--- config.mk ---
export PLATFORM = sky130hd
export DESIGN_NAME = uhpf_flags
export DESIGN_NICKNAME = d
export VERILOG_FILES = /design/src/common/uhpf_pkg.sv /design/src/hw/uhpf_flags.sv
export SDC_FILE = /design/constraint.sdc
export NUM_CORES = 1
export LEC_CHECK = 0
export BUFFER_PORTS_ARGS = -buffer_cell sky130_fd_sc_hd__buf_2
export CAP_MARGIN = 20
export CORE_UTILIZATION = 58
export DETAILED_ROUTE_END_ITERATION = 10
export PLACE_DENSITY = 0.9
export SLEW_MARGIN = 20
export SYNTH_ARGS = -nofsm -noshare
export SYNTH_HDL_FRONTEND = slang
export SYNTH_SLANG_ARGS = --single-unit
--- constraint.sdc ---
create_clock -name ref_clk -period 9.88 [get_ports ref_clk]
set_input_delay 0.494 -clock ref_clk [delete_from_list [all_inputs] [get_ports ref_clk]]
set_output_delay 0.494 -clock ref_clk [all_outputs]
set_load 0.01 [all_outputs]
--- src/common/uhpf_pkg.sv ---
// Package of constants for the USB host pipe event flag block
package uhpf_pkg;
    // Register index as printed; byte address is four times it
    localparam int unsigned FLAGS_IDX      = 32'h0000_0107;
    localparam logic [11:0] ADDR_FLAGS     = 12'(FLAGS_IDX * 4);
    localparam logic [11:0] ADDR_ENABLE    = 12'h800;
    localparam logic [11:0] ADDR_CTRL      = 12'h804;
    localparam logic [11:0] ADDR_IRQ_STAT  = 12'h808;
    localparam logic [11:0] ADDR_IRQ_MASK  = 12'h80C;
    localparam logic [11:0] ADDR_PIPE_SEL  = 12'h810;

    localparam int unsigned BIT_DONE       = 0;
    localparam int unsigned BIT_FAIL       = 2;
    localparam int unsigned BIT_PIPE_ERROR_FLAG       = 3;
    localparam int unsigned BIT_SETUP      = 4;
    localparam int unsigned BIT_STALL      = 5;
    localparam logic [7:0]  FLAG_MASK      = 8'h3D;
    localparam logic [7:0]  FLAG_RESET     = 8'h00;
    localparam logic [7:0]  ENABLE_RESET   = 8'h00;

    localparam int unsigned CTRL_SOF_BIT   = 0;
    localparam logic [1:0]  BRESP_OKAY     = 2'h0;
    localparam logic [1:0]  BRESP_SLVERR   = 2'h2;
endpackage

--- src/hw/uhpf_flags.sv ---
// USB host pipe event flags with AXI4-Lite register slave
// Overview of operation
// A stall handshake on a pipe sets its stall flag, which interrupts when its enable is one.
// A completed setup on a pipe sets its setup-sent flag, which interrupts when its enable is one.
// A detected pipe error sets the pipe-error flag, which interrupts while its enable is one.
// A failed transfer sets the transfer-fail flag, which interrupts when its enable is one.
// Transfer complete sets the done flag on a single-bank pipe, or on a double-bank pipe only in bank 0.
// Writing one to a flag bit clears it and writing zero leaves it alone.
// Resuming from L1 sleep sets the frame-start enable so frame-start generation restarts.
// Each pipe raises a request while any set flag has its enable set.
//
// Decided for this implementation: the AXI4-Lite interface to the registers.
`timescale 1ns/1ps
module uhpf_flags
    import uhpf_pkg::*;
#(
    parameter int unsigned PIPES = 8
) (
    input  wire logic             ref_clk,
    input  wire logic             rst,
    input  wire logic [PIPES-1:0] stall_rx,
    input  wire logic [PIPES-1:0] setup_sent,
    input  wire logic [PIPES-1:0] pipe_error,
    input  wire logic [PIPES-1:0] transfer_fail,
    input  wire logic [PIPES-1:0] transfer_done,
    input  wire logic [PIPES-1:0] pipe_double_bank,
    input  wire logic [PIPES-1:0] pipe_current_bank,
    input  wire logic             l1_resume,
    input  wire logic [11:0]      s_axi_awaddr,
    input  wire logic             s_axi_awvalid,
    output logic                  s_axi_awready,
    input  wire logic [31:0]      s_axi_wdata,
    input  wire logic [3:0]       s_axi_wstrb,
    input  wire logic             s_axi_wvalid,
    output logic                  s_axi_wready,
    output logic [1:0]            s_axi_bresp,
    output logic                  s_axi_bvalid,
    input  wire logic             s_axi_bready,
    input  wire logic [11:0]      s_axi_araddr,
    input  wire logic             s_axi_arvalid,
    output logic                  s_axi_arready,
    output logic [31:0]           s_axi_rdata,
    output logic [1:0]            s_axi_rresp,
    output logic                  s_axi_rvalid,
    input  wire logic             s_axi_rready,
    output logic [PIPES-1:0]      pipe_irq,
    output logic                  frame_start_enable,
    output logic                  irq
);
    localparam int unsigned SW = (PIPES > 1) ? $clog2(PIPES) : 1;

    logic [7:0]       host_pipe_event_flags_r [PIPES];
    logic [7:0]       pipe_event_enable_r [PIPES];
    logic [SW-1:0]    pipe_sel_r;
    logic [PIPES-1:0] irq_stat_r;
    logic [PIPES-1:0] irq_mask_r;
    logic [11:0]      aw_addr_r;
    logic             aw_held_r;
    logic [31:0]      w_data_r;
    logic [3:0]       w_strb_r;
    logic             w_held_r;
    logic             wr_go;
    logic [PIPES-1:0] pipe_req;
    logic [7:0]       flag_set [PIPES];
    logic [7:0]       flag_clr [PIPES];
    logic [PIPES-1:0] stat_clr;
    logic [31:0]      rd_word;
    logic             wr_flags;
    logic             wr_enable;
    logic             wr_ctrl;
    logic             wr_stat;
    logic             wr_mask;
    logic             wr_sel;

    // Byte-enable merge of write data into an 8-bit low field
    function automatic logic [7:0] lo_merge(input logic [7:0] old, input logic [31:0] d, input logic [3:0] s);
        lo_merge = s[0] ? d[7:0] : old;
    endfunction

    function automatic logic known_addr(input logic [11:0] a);
        known_addr = (a == ADDR_FLAGS) || (a == ADDR_ENABLE) || (a == ADDR_CTRL) ||
                     (a == ADDR_IRQ_STAT) || (a == ADDR_IRQ_MASK) || (a == ADDR_PIPE_SEL);
    endfunction

    function automatic logic wr_hit(input logic go, input logic [11:0] held, input logic [11:0] a);
        wr_hit = go && (held == a);
    endfunction

    // Write address and data accepted in either order
    always_ff @(posedge ref_clk or posedge rst) begin
        if (rst) begin
            aw_held_r <= 1'b0;
            aw_addr_r <= 12'h000;
        end else if (wr_go) begin
            aw_held_r <= 1'b0;
        end else if (s_axi_awvalid && s_axi_awready) begin
            aw_held_r <= 1'b1;
            aw_addr_r <= s_axi_awaddr;
        end
    end

    always_ff @(posedge ref_clk or posedge rst) begin
        if (rst) begin
            w_held_r <= 1'b0;
            w_data_r <= 32'h0000_0000;
            w_strb_r <= 4'h0;
        end else if (wr_go) begin
            w_held_r <= 1'b0;
        end else if (s_axi_wvalid && s_axi_wready) begin
            w_held_r <= 1'b1;
            w_data_r <= s_axi_wdata;
            w_strb_r <= s_axi_wstrb;
        end
    end

    // Write lands once both halves are held and no response waits
    assign wr_go = aw_held_r && w_held_r && !s_axi_bvalid;

    // Register write strobes, byte lane 0 for the 8-bit fields
    assign wr_flags  = wr_hit(wr_go, aw_addr_r, ADDR_FLAGS) && w_strb_r[0];
    assign wr_enable = wr_hit(wr_go, aw_addr_r, ADDR_ENABLE);
    assign wr_ctrl   = wr_hit(wr_go, aw_addr_r, ADDR_CTRL) && w_strb_r[0];
    assign wr_stat   = wr_hit(wr_go, aw_addr_r, ADDR_IRQ_STAT);
    assign wr_mask   = wr_hit(wr_go, aw_addr_r, ADDR_IRQ_MASK);
    assign wr_sel    = wr_hit(wr_go, aw_addr_r, ADDR_PIPE_SEL) && w_strb_r[0];

    always_ff @(posedge ref_clk or posedge rst) begin
        if (rst) begin
            s_axi_awready <= 1'b0;
        end else begin
            s_axi_awready <= !aw_held_r && !(s_axi_awvalid && s_axi_awready) && !s_axi_bvalid;
        end
    end

    always_ff @(posedge ref_clk or posedge rst) begin
        if (rst) begin
            s_axi_wready <= 1'b0;
        end else begin
            s_axi_wready <= !w_held_r && !(s_axi_wvalid && s_axi_wready) && !s_axi_bvalid;
        end
    end

    always_ff @(posedge ref_clk or posedge rst) begin
        if (rst) begin
            s_axi_bvalid <= 1'b0;
        end else if (wr_go) begin
            s_axi_bvalid <= 1'b1;
        end else if (s_axi_bvalid && s_axi_bready) begin
            s_axi_bvalid <= 1'b0;
        end
    end

    always_ff @(posedge ref_clk or posedge rst) begin
        if (rst) begin
            s_axi_bresp <= BRESP_OKAY;
        end else if (wr_go) begin
            s_axi_bresp <= known_addr(aw_addr_r) ? BRESP_OKAY : BRESP_SLVERR;
        end
    end

    // Per-pipe set and clear vectors
    always_comb begin
        for (int p = 0; p < PIPES; p++) begin
            flag_set[p]            = 8'h00;
            flag_set[p][BIT_STALL] = stall_rx[p];
            flag_set[p][BIT_SETUP] = setup_sent[p];
            flag_set[p][BIT_PIPE_ERROR_FLAG]  = pipe_error[p];
            flag_set[p][BIT_FAIL]  = transfer_fail[p];
            flag_set[p][BIT_DONE]  = transfer_done[p] && (!pipe_double_bank[p] || !pipe_current_bank[p]);
            flag_clr[p]            = 8'h00;
            if (wr_flags && pipe_sel_r == SW'(p)) begin
                flag_clr[p] = w_data_r[7:0] & FLAG_MASK;
            end
        end
    end

    // Per-pipe flags: hardware set wins over software clear
    always_ff @(posedge ref_clk or posedge rst) begin
        if (rst) begin
            for (int p = 0; p < PIPES; p++) begin
                host_pipe_event_flags_r[p] <= FLAG_RESET;
            end
        end else begin
            for (int p = 0; p < PIPES; p++) begin
                host_pipe_event_flags_r[p] <= (host_pipe_event_flags_r[p] & ~flag_clr[p]) | flag_set[p];
            end
        end
    end

    always_ff @(posedge ref_clk or posedge rst) begin
        if (rst) begin
            for (int p = 0; p < PIPES; p++) begin
                pipe_event_enable_r[p] <= ENABLE_RESET;
            end
        end else if (wr_enable) begin
            pipe_event_enable_r[pipe_sel_r] <= lo_merge(pipe_event_enable_r[pipe_sel_r], w_data_r, w_strb_r)
                                               & FLAG_MASK;
        end
    end

    always_ff @(posedge ref_clk or posedge rst) begin
        if (rst) begin
            pipe_sel_r <= '0;
        end else if (wr_sel) begin
            pipe_sel_r <= w_data_r[SW-1:0];
        end
    end

    // Frame-start enable, forced on by L1 resume
    always_ff @(posedge ref_clk or posedge rst) begin
        if (rst) begin
            frame_start_enable <= 1'b0;
        end else if (l1_resume) begin
            frame_start_enable <= 1'b1;
        end else if (wr_ctrl) begin
            frame_start_enable <= w_data_r[CTRL_SOF_BIT];
        end
    end

    always_comb begin
        for (int p = 0; p < PIPES; p++) begin
            pipe_req[p] = |(host_pipe_event_flags_r[p] & pipe_event_enable_r[p]);
        end
    end

    always_ff @(posedge ref_clk or posedge rst) begin
        if (rst) begin
            pipe_irq <= '0;
        end else begin
            pipe_irq <= pipe_req;
        end
    end

    // Sticky summary status per pipe, set wins over write-one clear
    always_ff @(posedge ref_clk or posedge rst) begin
        if (rst) begin
            irq_stat_r <= '0;
        end else begin
            irq_stat_r <= (irq_stat_r & ~stat_clr) | pipe_req;
        end
    end

    always_comb begin
        stat_clr = '0;
        if (wr_stat) begin
            stat_clr = w_data_r[PIPES-1:0];
        end
    end

    always_ff @(posedge ref_clk or posedge rst) begin
        if (rst) begin
            irq_mask_r <= '0;
        end else if (wr_mask) begin
            irq_mask_r <= w_data_r[PIPES-1:0];
        end
    end

    always_ff @(posedge ref_clk or posedge rst) begin
        if (rst) begin
            irq <= 1'b0;
        end else begin
            irq <= |(irq_stat_r & irq_mask_r);
        end
    end

    // Read channel: one-cycle accept, data next cycle
    always_ff @(posedge ref_clk or posedge rst) begin
        if (rst) begin
            s_axi_arready <= 1'b0;
        end else begin
            s_axi_arready <= !s_axi_rvalid && !(s_axi_arvalid && s_axi_arready);
        end
    end

    // Read word of the addressed register
    always_comb begin
        unique case (s_axi_araddr)
            ADDR_FLAGS:    rd_word = {24'h000000, host_pipe_event_flags_r[pipe_sel_r]};
            ADDR_ENABLE:   rd_word = {24'h000000, pipe_event_enable_r[pipe_sel_r]};
            ADDR_CTRL:     rd_word = {31'h0000_0000, frame_start_enable};
            ADDR_IRQ_STAT: rd_word = 32'(irq_stat_r);
            ADDR_IRQ_MASK: rd_word = 32'(irq_mask_r);
            ADDR_PIPE_SEL: rd_word = 32'(pipe_sel_r);
            default:       rd_word = 32'h0000_0000;
        endcase
    end

    always_ff @(posedge ref_clk or posedge rst) begin
        if (rst) begin
            s_axi_rvalid <= 1'b0;
        end else if (s_axi_arvalid && s_axi_arready) begin
            s_axi_rvalid <= 1'b1;
        end else if (s_axi_rvalid && s_axi_rready) begin
            s_axi_rvalid <= 1'b0;
        end
    end

    always_ff @(posedge ref_clk or posedge rst) begin
        if (rst) begin
            s_axi_rdata <= 32'h0000_0000;
            s_axi_rresp <= BRESP_OKAY;
        end else if (s_axi_arvalid && s_axi_arready) begin
            s_axi_rdata <= rd_word;
            s_axi_rresp <= known_addr(s_axi_araddr) ? BRESP_OKAY : BRESP_SLVERR;
        end
    end
endmodule

==> results_dict.tcl <==
set metrics [dict create \
    netlist_area_um2 7076 \
    period_share 0.2803 \
    clk_pin_slew_ns 0.06 \
    synth_top_area_frac 0.5199 \
    antenna_found_initial 0 \
    vias_per_cell 6.548 \
    final_core_util 0.7183 \
    r2r_end "pipe_event_enable_r[0]$_DFFE_PP0P_" \
    overflow 0 \
    netlist-cell-type-count 48 \
    grt_util_met2 0.5159 \
    relSlewSlack 0.2609 \
    clock_path_buffers 2 \
    setup_viol 0 \
    cp_max_fo 26 \
    hp-class "in -> async" \
    startpoint_type "register" \
    grtUsageTotal 0.3181 \
    p_leak_nw 3.709 \
    rows 39 \
    place_inst 814 \
    async_flop_share 1.000 \
    dieHeight_um 112.5 \
    top_usage_layer "met2" \
    first_iter_violations 492 \
    multi_input_area_um2 3176 \
    dp_hpwl_mm 13.35 \
    routedWlPerCell_um 22.24 \
    tns_ns 0 \
    path_class "reg -> reg" \
    synthTopCellsByArea "dfrtp_1 52%, mux2_2 11%, mux4_2 6.4%" \
    worstReg2RegStart "pipe_sel_r[2]$_DFFE_PP0P_" \
    clock_sinks 147 \
    final_cell_mix "146 x dfrtp_1, 121 x buf_2, 71 x mux2_2" \
    cp.arrival_ns 3.08 \
    clk_latency_ns 0.43 \
    regToRegSetupSlack_ns 7.11 \
    maxCapViolations 0 \
    startpoint "pipe_sel_r[2]$_DFFE_PP0P_" \
    post_cts_buffers 0 \
    cts_root_buffer "clkbuf_16" \
    hold_viol_final 0 \
    critPathRequiredTime_ns 10.19 \
    vias 5533 \
    cts_tree "yes" \
    postSynthCellCount 572 \
    drc 0 \
    rsz0062_at_grt "no" \
    holdBufCountCts 0 \
    syn_to_final_growth_pct 18.39 \
    grtUsageMet1 0.3999 \
    nets 814 \
    yosys_warnings 0 \
    drv_slew 0 \
    fillers 782 \
    setup_ws_ns 7.111 \
    period_minus_slack_ns 2.769 \
    diodes 0 \
    vdd_ir_drop_max_mv 0.1461 \
    cts_resized 0 \
    final_cells 845 \
    synthFlopType "dfrtp_1" \
    ys_ff_latch 147 \
    power_density_nw_per_um2 212.5 \
    met3_usage 0.08045 \
    syn_area_per_cell_um2 12.37 \
    tightestPinTransition_ns 1.109 \
    end_kind "register" \
    cts_made_buffers 17 \
    synth-edff-count 0 \
    synth_top_cell_by_area "dfrtp_1" \
    timing.fmax_mhz 361.1 \
    start_util 0.6067 \
    io_pins 175 \
    dp_slack_ns 7.202 \
    gp_congestion 0.9451 \
    die-area_um2 12650 \
    wirelength_mm 18.79 \
    seq_area_frac_synth 0.5199 \
    grt_max_degree 82 \
    finClkSkew_ns 0.006151 \
    layout_commonest_cell "dfrtp_1" \
    status "finished, final reports clean" \
    seqCellArea_um2 3680 \
    drive_above_1_share 0.3704 \
    portBuffers 121 \
    core_area_um2 11660 \
    die_width_um 112.5 \
    route.antenna.remaining_nets 0 \
    grt_pass1_wl_mm 29.91 \
    cts.htree.levels 4 \
    drt_first_pass_iters 5 \
    worstRegToRegCells 5 \
    first_global_vias 5591 \
]
[routing by layer]
layer | share of wire | routed length (µm) | vias up
met3 | 0.094 | 1761 | 75
met2 | 0.47 | 8868 | 401
met5 | 0 | 0 | -
met1 | 0.39 | 7245 | 2747
met4 | 0.049 | 915 | 0
li1 | - | - | 2310
[state kept, by name, summed over array words and instances (netlist names), 3 cells and up]
name                     cells
irq_stat_r                   8
pipe_event_enable_r         40
pipe_irq                     8
host_pipe_event_flags_r     40
aw_addr_r                   12
pipe_sel_r                   3
w_data_r                     8
s_axi_rdata                  8
irq_mask_r                   8
[worst max-delay path by stage]
stage | slack, ns | to | cells past startpoint
global placement | 7.26 | host_pipe_event_flags_r[8]$_DFF_PP0_ | 5
global route | 6.91 | irq_stat_r[1]$_DFF_PP0_ | 5
floorplan | 5.43 | aw_addr_r[0]$_DFFE_PP0P_ | 1
finish | 7.11 | pipe_event_enable_r[0]$_DFFE_PP0P_ | 5
detailed placement | 7.20 | pipe_event_enable_r[0]$_DFFE_PP0P_ | 5
CTS | 7.17 | pipe_event_enable_r[0]$_DFFE_PP0P_ | 5
[cell type report]
class	instances	share of cell area
clock buffer	20	0.05452
clock inverter	11	0.02748
inverter	6	0.003286
multi-input combinational	394	0.3791
sequential	147	0.4393
tap	143	0.02136
timing repair buffer	124	0.07498
[worst max-delay path, stage by stage, from the launching register on]
cell	delay [ns]
dfrtp_2	0.69
buf_4	0.42
mux4_2	0.60
mux2i_1	0.26
o21ai_1	0.28
mux2_2	0.37
[stage by stage]
step / area, µm² / total power, mW / hold slack [ns]
6_report: 8377 / 1.780 / 0.1519
5_1_grt: 8377 / 1.842 / 0.1992
4_1_cts: 8377 / 1.776 / 0.1711
3_5_place_dp: 7690 / 1.028 / 0.4585
3_3_place_gp: 7690 / 1.005 / 0.4320
2_1_floorplan: 7169 / 0.9267 / 0.4580
[synth_stat cells (4+ instances only)]
library cell / n
mux4_2: 20
buf_4: 26
a22oi_1: 13
nand2_1: 63
o21ai_1: 5
o21ai_0: 15
a222oi_1: 8
mux2i_1: 18
dfrtp_1: 147
mux2_2: 71
a21o_1: 42
a22o_1: 8
nand2b_1: 7
a211oi_1: 4
nor2_1: 14
nand4b_1: 4
nand3_1: 22
nor3_2: 4
clkbuf_1: 10
inv_1: 6
buf_1: 8
buf_2: 6
nor4_1: 4
nor2b_1: 6
[report_power, final]
part           switching, mW  internal (mW)
sequential             0.106          0.669
combinational          0.141          0.111
clock                  0.243          0.509
[logic make-up after synthesis]
| kind of cell | share of synthesized area |
|---|---|
| simple gates | 0.1197 |
| flops | 0.5199 |
| compound gates | 0.1132 |
| mux | 0.2021 |
| buf+inv | 0.04456 |
| other cells | 0.0005300 |
(Power assumes the default switching activity.)
